### src/verilog/qdac_consts.svh
// constants for the quad converter serial command link
`ifndef QDAC_CONSTS_SVH
`define QDAC_CONSTS_SVH
`define QDAC_WORD_BITS 32
`define QDAC_CMD_MSB 23
`define QDAC_CMD_LSB 20
`define QDAC_ADDR_MSB 19
`define QDAC_ADDR_LSB 16
`define QDAC_DATA_MSB 15
`define QDAC_DATA_LSB 4
`define QDAC_CMD_UPDATE 4'h3
`define QDAC_ADDR_ALL 4'hf
`define QDAC_NUM_CH 4
`define QDAC_DIV_HALF 8'h01
`define QDAC_REG_CTRL 12'h000
`define QDAC_REG_TXWORD 12'h004
`define QDAC_REG_STATUS 12'h008
`define QDAC_REG_ECHO 12'h00c
`define QDAC_CTRL_START 0
`define QDAC_CTRL_CLEAR 1
`define QDAC_STAT_BUSY 0
`define QDAC_STAT_DONE 1
`define QDAC_STAT_ECHO_OK 2
`endif

### src/verilog/qdac_pkg.sv
// types for the quad converter serial command link
package qdac_pkg;
    typedef enum logic [1:0] {
        QDAC_IDLE = 2'b00,
        QDAC_LOW = 2'b01,
        QDAC_HIGH = 2'b10,
        QDAC_END = 2'b11
    } qdac_mst_state_t;
endpackage : qdac_pkg

### src/verilog/qdac_link_if.sv
// link wires between the command master and the quad converter
`timescale 1ns/10ps
interface qdac_link_if;
    logic serial_clk;
    logic mosi;
    logic miso;
    logic converter_select_n;
    logic converter_clear_n;
    logic serial_flash_select_n;
    logic preamp_select_n;
    logic adc_convert_strobe;
    logic parallel_flash_chip_enable_n;
    logic config_prom_init_n;
    modport master (
        output serial_clk,
        output mosi,
        input miso,
        output converter_select_n,
        output converter_clear_n,
        output serial_flash_select_n,
        output preamp_select_n,
        output adc_convert_strobe,
        output parallel_flash_chip_enable_n,
        output config_prom_init_n
    );
    modport converter (
        input serial_clk,
        input mosi,
        output miso,
        input converter_select_n,
        input converter_clear_n
    );
endinterface : qdac_link_if

### src/verilog/qdac_sync.sv
// two flip-flop level synchroniser
`timescale 1ns/10ps
module qdac_sync #(
    parameter int WIDTH = 1
) (
    input wire logic clk,
    input wire logic rst_n,
    input wire logic [WIDTH-1:0] d,
    output logic [WIDTH-1:0] q
);
    logic [WIDTH-1:0] meta_r;
    always_ff @(posedge clk or negedge rst_n) begin
        if (!rst_n) begin
            meta_r <= '0;
            q <= '0;
        end else begin
            meta_r <= d;
            q <= meta_r;
        end
    end
endmodule : qdac_sync

### src/verilog/qdac_master.sv
// master end: apb slave registers driving the serial command link
// Overview of operation
// - master clocks mosi, converter answers miso
// - select low active; rise starts conversion
// - clear low resets converter asynchronously
// - other bus devices held disabled
// - static link, clock up to 50 MHz
// - mosi shifted msb first after select
// - converter samples mosi on rising edges
// - miso changes falling, master samples rising
// - first miso sample on first rise
// - exactly 32 bits, then select high
// - 32-bit shift register echoes previous word
// - only the 32-bit protocol built
// - word: 8 pad, cmd, addr, data, 4 pad
// - command 0011 updates addressed outputs now
// - address selects one or all channels
// - echo check confirms communication
`timescale 1ns/10ps
`include "qdac_consts.svh"
module qdac_master #(
    parameter logic [7:0] DIV_HALF = `QDAC_DIV_HALF
) (
    input wire logic pclk,
    input wire logic presetn,
    input wire logic psel,
    input wire logic penable,
    input wire logic pwrite,
    input wire logic [11:0] paddr,
    input wire logic [31:0] pwdata,
    output logic [31:0] prdata,
    output logic pready,
    output logic pslverr,
    qdac_link_if.master link
);
    qdac_pkg::qdac_mst_state_t state_r;
    logic [7:0] div_r;
    logic [5:0] bit_r;
    logic [31:0] tx_r;
    logic [31:0] rx_r;
    logic [31:0] last_tx_r;
    logic [31:0] echo_r;
    logic [31:0] prev_tx_r;
    logic busy_r;
    logic done_r;
    logic echo_ok_r;
    logic clear_r;
    logic sck_r;
    logic cs_n_r;
    logic mosi_r;
    logic [31:0] prdata_r;
    logic miso_s;
    logic wr_en;
    logic rd_en;
    logic start;
    logic tick;

    qdac_sync #(.WIDTH(1)) u_miso_sync (
        .clk(pclk),
        .rst_n(presetn),
        .d(link.miso),
        .q(miso_s)
    );

    assign wr_en = psel && penable && pwrite;
    assign rd_en = psel && !penable && !pwrite;
    assign start = wr_en && paddr == `QDAC_REG_CTRL
                   && pwdata[`QDAC_CTRL_START] && !busy_r;
    assign tick = div_r == DIV_HALF;

    // registers answer in the first access cycle
    assign pready = 1'b1;
    assign pslverr = 1'b0;
    assign prdata = prdata_r;

    always_ff @(posedge pclk or negedge presetn) begin
        if (!presetn) begin
            prdata_r <= 32'h00000000;
        end else if (rd_en) begin
            case (paddr)
                `QDAC_REG_TXWORD: prdata_r <= last_tx_r;
                `QDAC_REG_STATUS: prdata_r <= {29'h00000000, echo_ok_r,
                                               done_r, busy_r};
                `QDAC_REG_ECHO: prdata_r <= echo_r;
                `QDAC_REG_CTRL: prdata_r <= {30'h00000000, clear_r, 1'b0};
                default: prdata_r <= 32'h00000000;
            endcase
        end
    end

    always_ff @(posedge pclk or negedge presetn) begin
        if (!presetn) begin
            last_tx_r <= 32'h00000000;
            clear_r <= 1'b1;
        end else if (wr_en) begin
            if (paddr == `QDAC_REG_TXWORD && !busy_r) begin
                last_tx_r <= pwdata;
            end
            if (paddr == `QDAC_REG_CTRL) begin
                clear_r <= pwdata[`QDAC_CTRL_CLEAR];
            end
        end
    end

    // clock divider: sck toggles every DIV_HALF+1 pclk cycles
    always_ff @(posedge pclk or negedge presetn) begin
        if (!presetn) begin
            div_r <= 8'h00;
        end else if (state_r == qdac_pkg::QDAC_IDLE || tick) begin
            div_r <= 8'h00;
        end else begin
            div_r <= div_r + 8'h01;
        end
    end

    // serial engine; at 20 MHz pclk the link runs far under 50 MHz
    always_ff @(posedge pclk or negedge presetn) begin
        if (!presetn) begin
            state_r <= qdac_pkg::QDAC_IDLE;
            bit_r <= 6'h00;
            tx_r <= 32'h00000000;
            rx_r <= 32'h00000000;
            sck_r <= 1'b0;
            cs_n_r <= 1'b1;
            mosi_r <= 1'b0;
            busy_r <= 1'b0;
        end else begin
            case (state_r)
                qdac_pkg::QDAC_IDLE: begin
                    if (start) begin
                        cs_n_r <= 1'b0;
                        mosi_r <= last_tx_r[31];
                        tx_r <= {last_tx_r[30:0], 1'b0};
                        bit_r <= 6'h00;
                        busy_r <= 1'b1;
                        state_r <= qdac_pkg::QDAC_LOW;
                    end
                end
                qdac_pkg::QDAC_LOW: begin
                    if (tick) begin
                        sck_r <= 1'b1;
                        bit_r <= bit_r + 6'h01;
                        state_r <= qdac_pkg::QDAC_HIGH;
                    end
                end
                qdac_pkg::QDAC_HIGH: begin
                    if (tick) begin
                        // miso_s lags two flops and miso moves only after
                        // a fall, so this is the bit that stood at the rise;
                        // needs DIV_HALF of 1 or more
                        rx_r <= {rx_r[30:0], miso_s};
                        sck_r <= 1'b0;
                        if (bit_r == 6'(`QDAC_WORD_BITS)) begin
                            state_r <= qdac_pkg::QDAC_END;
                        end else begin
                            mosi_r <= tx_r[31];
                            tx_r <= {tx_r[30:0], 1'b0};
                            state_r <= qdac_pkg::QDAC_LOW;
                        end
                    end
                end
                qdac_pkg::QDAC_END: begin
                    if (tick) begin
                        cs_n_r <= 1'b1;
                        busy_r <= 1'b0;
                        state_r <= qdac_pkg::QDAC_IDLE;
                    end
                end
                default: state_r <= qdac_pkg::QDAC_IDLE;
            endcase
        end
    end

    // done is sticky until the next start
    always_ff @(posedge pclk or negedge presetn) begin
        if (!presetn) begin
            done_r <= 1'b0;
            echo_r <= 32'h00000000;
            echo_ok_r <= 1'b0;
            prev_tx_r <= 32'h00000000;
        end else if (state_r == qdac_pkg::QDAC_END && tick) begin
            done_r <= 1'b1;
            echo_r <= rx_r;
            // the converter echoes the word sent before this one
            echo_ok_r <= rx_r == prev_tx_r;
            prev_tx_r <= last_tx_r;
        end else begin
            if (start) begin
                done_r <= 1'b0;
            end
            // a cleared converter echoes zero on the next word
            if (!clear_r) begin
                prev_tx_r <= 32'h00000000;
            end
        end
    end

    // mosi/sck/select all registered; bus devices kept off
    assign link.serial_clk = sck_r;
    assign link.mosi = mosi_r;
    assign link.converter_select_n = cs_n_r;
    assign link.converter_clear_n = clear_r;
    assign link.serial_flash_select_n = 1'b1;
    assign link.preamp_select_n = 1'b1;
    assign link.adc_convert_strobe = 1'b0;
    assign link.parallel_flash_chip_enable_n = 1'b1;
    assign link.config_prom_init_n = 1'b0;
endmodule : qdac_master

### src/flat_wrapper.sv
// flat-port wrapper written by rule: the top's interface ports become plain ports
module qdac_master_flat 
#(
    parameter logic [7:0] DIV_HALF = `QDAC_DIV_HALF
)
  (pclk, presetn, psel, penable, pwrite, paddr, pwdata, prdata, pready, pslverr, link_serial_clk, link_mosi, link_miso, link_converter_select_n, link_converter_clear_n, link_serial_flash_select_n, link_preamp_select_n, link_adc_convert_strobe, link_parallel_flash_chip_enable_n, link_config_prom_init_n);
  qdac_link_if link_i ();
  input wire logic pclk;
  input wire logic presetn;
  input wire logic psel;
  input wire logic penable;
  input wire logic pwrite;
  input wire logic [11:0] paddr;
  input wire logic [31:0] pwdata;
  output logic [31:0] prdata;
  output logic pready;
  output logic pslverr;
  output wire logic [$bits(link_i.serial_clk)-1:0] link_serial_clk;
  output wire logic [$bits(link_i.mosi)-1:0] link_mosi;
  input wire logic [$bits(link_i.miso)-1:0] link_miso;
  output wire logic [$bits(link_i.converter_select_n)-1:0] link_converter_select_n;
  output wire logic [$bits(link_i.converter_clear_n)-1:0] link_converter_clear_n;
  output wire logic [$bits(link_i.serial_flash_select_n)-1:0] link_serial_flash_select_n;
  output wire logic [$bits(link_i.preamp_select_n)-1:0] link_preamp_select_n;
  output wire logic [$bits(link_i.adc_convert_strobe)-1:0] link_adc_convert_strobe;
  output wire logic [$bits(link_i.parallel_flash_chip_enable_n)-1:0] link_parallel_flash_chip_enable_n;
  output wire logic [$bits(link_i.config_prom_init_n)-1:0] link_config_prom_init_n;
  assign link_serial_clk = link_i.serial_clk;
  assign link_mosi = link_i.mosi;
  assign link_i.miso = link_miso;
  assign link_converter_select_n = link_i.converter_select_n;
  assign link_converter_clear_n = link_i.converter_clear_n;
  assign link_serial_flash_select_n = link_i.serial_flash_select_n;
  assign link_preamp_select_n = link_i.preamp_select_n;
  assign link_adc_convert_strobe = link_i.adc_convert_strobe;
  assign link_parallel_flash_chip_enable_n = link_i.parallel_flash_chip_enable_n;
  assign link_config_prom_init_n = link_i.config_prom_init_n;
  qdac_master #(.DIV_HALF(DIV_HALF)) u_core (.pclk(pclk), .presetn(presetn), .psel(psel), .penable(penable), .pwrite(pwrite), .paddr(paddr), .pwdata(pwdata), .prdata(prdata), .pready(pready), .pslverr(pslverr), .link(link_i));
endmodule
### config.mk
export PLATFORM = sky130hd
export DESIGN_NAME = qdac_master_flat
export DESIGN_NICKNAME = d
export VERILOG_FILES = /design/src/verilog/qdac_pkg.sv /design/src/verilog/qdac_link_if.sv /design/src/verilog/qdac_sync.sv /design/src/verilog/qdac_master.sv /design/src/flat_wrapper.sv
export VERILOG_INCLUDE_DIRS = /design/src /design/src/verilog
export SDC_FILE = /design/constraint.sdc
export NUM_CORES = 1
export LEC_CHECK = 0
export ABC_AREA = 1
export BUFFER_PORTS_ARGS = -buffer_cell sky130_fd_sc_hd__buf_2
export CORE_AREA = 2 2 139 141
export CTS_CLUSTER_DIAMETER = 30
export DETAILED_ROUTE_END_ITERATION = 8
export DIE_AREA = 0 0 141 143
export PLACE_DENSITY = 0.74
export SLEW_MARGIN = 15
export SYNTH_ARGS = -nofsm -noshare
export SYNTH_HDL_FRONTEND = slang
export SYNTH_SLANG_ARGS = --single-unit
### constraint.sdc
create_clock -name pclk -period 5.53 [get_ports pclk]
set_clock_uncertainty 0.2 [all_clocks]
set_input_delay 1.106 -clock pclk [delete_from_list [all_inputs] [get_ports pclk]]
set_output_delay 1.106 -clock pclk [all_outputs]
set_load 0.02 [all_outputs]
==> results by group <==
Outcome
  – Status: completed

Worst setup path
  – Critical Path Fanout Max: 33
  – CP Class: register to register
  – Top cell by count, worst path: nand2_1
  – Slowest cell delay on critical path: 0.92 ns
  – FF-to-FF path depth: 7
  – Worst path cell trace: inv_1 -> ha_2 -> o21ai_0 -> a21oi_4 -> nand2_1 -> nand2_1 -> nand2_1
  – WP data arrival: 3.97 ns
  – Startpoint types: register
  – Worst reg2reg setup slack: 1.76 ns
  – Critical-path top delay cell: nand2_1
  – Worst Path Required: 5.73 ns
  – CP delay by family, top: simple AND/OR/NAND/NOR gates
  – R2R Path End: u_core.tx_r[23]
  – CP endpoint kind: register
  – Buf/Inv on CP: 1
  – Reg2reg start: u_core.state_r[0]

Clock tree
  – Root buf cell: clkbuf_16
  – Max Root-Sink Buffers: 3
  – H-tree level count: 2
  – CTS tree: built
  – Post-CTS Setup Repair Bufs: 0
  – Clock Latency Late Sink: 0.53 ns
  – Cts repair resizes: 0
  – CTS buffer count: 44
  – Cts hold-fix bufs: 0
  – Clock transition at path regs: 0.05 ns
  – CTS Sinks: 216

Synth
  – Synth area leader: dfrtp_1
  – Post-synth EDFFs: 0
  – Synth top area share: 0.5306
  – Synth async-reset ratio: 1.000
  – Seq/Total Area, Yosys: 0.5358
  – Synth Register Bits: 216
  – Post-synth cell types: 36
  – Synth Instances: 1192
  – Post-synth top cells: 368 x nand2_1, 214 x dfrtp_1, 140 x o21ai_0, 115 x inv_1, 113 x nand3_1
  – Top cells by area, synth: dfrtp_1 53%, nand2_1 14%, o21ai_0 6.9%
  – Mapped Area: 10090 um^2
  – Syn_area_per_cell: 8.467 um^2
  – Synth warnings: 0
  – Synth Flop Type: dfrtp_1
  – Most common cell in the netlist: nand2_1

Power
  – Peak VDD IR: 0.3532 mV
  – Leak: 6.019 nW
  – Pwr per Cell Area: 422.8 nW/um^2

Timing
  – Measured slew at the worst slew-check pin: 1.162 ns
  – Final min period: 3.768 ns
  – Worst rel slew slack: 0.2192
  – Count of final setup violators: 0
  – Final worst path period share: 0.6815
  – RSZ-0062 raised after global routing: false
  – Setup TNS Final: 0 ns
  – Final hold violation count: 0
  – Max Slew Vio Count: 0
  – Max Fclk: 265.4 MHz

Routing
  – Routed via count: 8079
  – DRC viols: 0
  – Final ANT Viol Nets: 0
  – Drt first pass iters: 7
  – DRT Wirelength: 22430 um
  – Detail-routed via count per cell: 5.250
  – Detailed-route wire length per cell: 14.57 um
  – DR iter-0 viols: 455

Global route
  – Most Crowded Layer GR: met2
  – Pin count of the biggest net entering global routing: 82
  – Met1 Use GR: 0.3251
  – First-pass GRT wire length: 38400 um
  – Total gr overflow: 0
  – GR Layer Usage met2: 0.3702
  – Antenna violations before repair: 0
  – Vias in the first global route: 7908
  – M3 GR Usage: 0.04091
  – Tot GR Track Use: 0.2334

Layout
  – Layout cell share with drive strength beyond 1: 0.1670
  – Non-Filler Instances: 1539
  – Area grow syn2layout: 19.81%
  – Fillers: 1512
  – FF+latch area: 5408 um^2
  – # nets final: 1328
  – Multi-input gate area: 3839 um^2
  – Antenna Cells: 0

Floorplan
  – Cell Rows: 50
  – Core area: 18580 um^2
  – Starting Density: 0.5432
  – Die X: 141 um
  – Ports: 93
  – Die area: 20160 um^2
  – Die Y: 143 um

Placed design
  – Placed cell count: 1456
  – Gpl congestion: 0.8081
  – Final HPWL DP: 13470 um
  – Port Buffers: 85

Min path
  – Min-delay src: u_core.u_miso_sync.meta_r
  – Hold crit path type: register to register
  – Hold Path End: u_core.u_miso_sync.q
  – Worst Hold Path Cells: 0

Flow run
  – Number of max-cap violations: 0
## area by class of cell
class / count / area share
inverters: 120 / 0.03736
clock inverters: 26 / 0.02866
flip-flops and latches: 216 / 0.4472
clock buffers: 56 / 0.1007
multi-input cells: 791 / 0.3175
well taps: 234 / 0.02421
repair buffers: 96 / 0.04439
## flip-flops by register name (all words and copies together) (netlist names), 6 cells and up
register,count
u_core.div_r,8
u_core.echo_r,32
u_core.last_tx_r,32
u_core.rx_r,32
u_core.prev_tx_r,32
u_core.prdata,32
u_core.bit_r,6
u_core.tx_r,31
## metal layers
layer  vias to the layer above  share of wire  wire length (um)
li1                       3955              -                 -
met1                      3871           0.46             10330
met2                       199           0.46             10410
met3                        54          0.043               971
met4                         0          0.032               717
met5                         -              0                 0
## report_power, final
part	switching [mW]	internal [mW]	leakage, nW	total [mW]
Clock	0.866	1.89	0.751	2.75
Sequential	0.0492	1.64	2.99	1.69
Combinational	0.506	0.165	2.28	0.671
Total	1.42	3.69	6.02	5.11
## worst max path at each step
| stage | start | to | slack, ns | depth (start not counted) |
|---|---|---|---|---|
| final | u_core.state_r[0] | u_core.tx_r[23] | 1.76 | 7 |
| after global routing | u_core.state_r[0] | u_core.tx_r[15] | 1.44 | 7 |
| after global placement | u_core.state_r[0] | u_core.tx_r[7] | 1.36 | 7 |
| after floorplan | paddr[7] | u_core.tx_r[22] | 3.16 | 9 |
| after detailed placement | u_core.state_r[0] | u_core.tx_r[23] | 1.28 | 7 |
| after CTS | u_core.state_r[0] | u_core.tx_r[23] | 1.33 | 7 |
## cell families (layout without fill, tap and decap cells)
logic type,count (synthesis),in the layout,synth area share
AO/OA/AOI/OAI,207,207,0.1128
XOR/XNOR,29,29,0.02517
buffers and inverters,190,298,0.08753
flip-flops,216,216,0.5358
adder cells (fa/ha/maj),9,9,0.01116
AND/OR/NAND/NOR,539,539,0.2268
other,2,7,0.0007441
## placed cells by master (no fill, tap or decap), drive strengths merged, types with 5 or more instances in the layout
cell type	netlist	layout
ha	9	9
nor3	5	5
a21oi	6	6
clkinv	1	12
nand2	372	372
clkinvlp	0	6
conb	2	7
bufinv	0	7
buf	49	95
o21ai	197	197
xnor2	28	28
dfrtp	214	214
nor2	38	38
nand3	113	113
clkbuf	21	57
inv	119	121
## metrics by stage
| step | hold slack, ns | total power [mW] | setup WS [ns] | area (um^2) | utilization |
|---|---|---|---|---|---|
| 3_3_place_gp | 0.1343 | 2.348 | 1.362 | 10500 | 0.5651 |
| 5_1_grt | 0.1635 | 5.319 | 1.442 | 12090 | 0.6508 |
| 3_5_place_dp | 0.1363 | 2.360 | 1.276 | 10500 | 0.5651 |
| 2_1_floorplan | 0.1312 | 2.224 | 3.164 | 10110 | - |
| 6_report | 0.1460 | 5.112 | 1.762 | 12090 | 0.6508 |
| 4_1_cts | 0.1440 | 5.126 | 1.327 | 12060 | 0.6492 |
No activity file was read; power rests on OpenSTA's default activity.
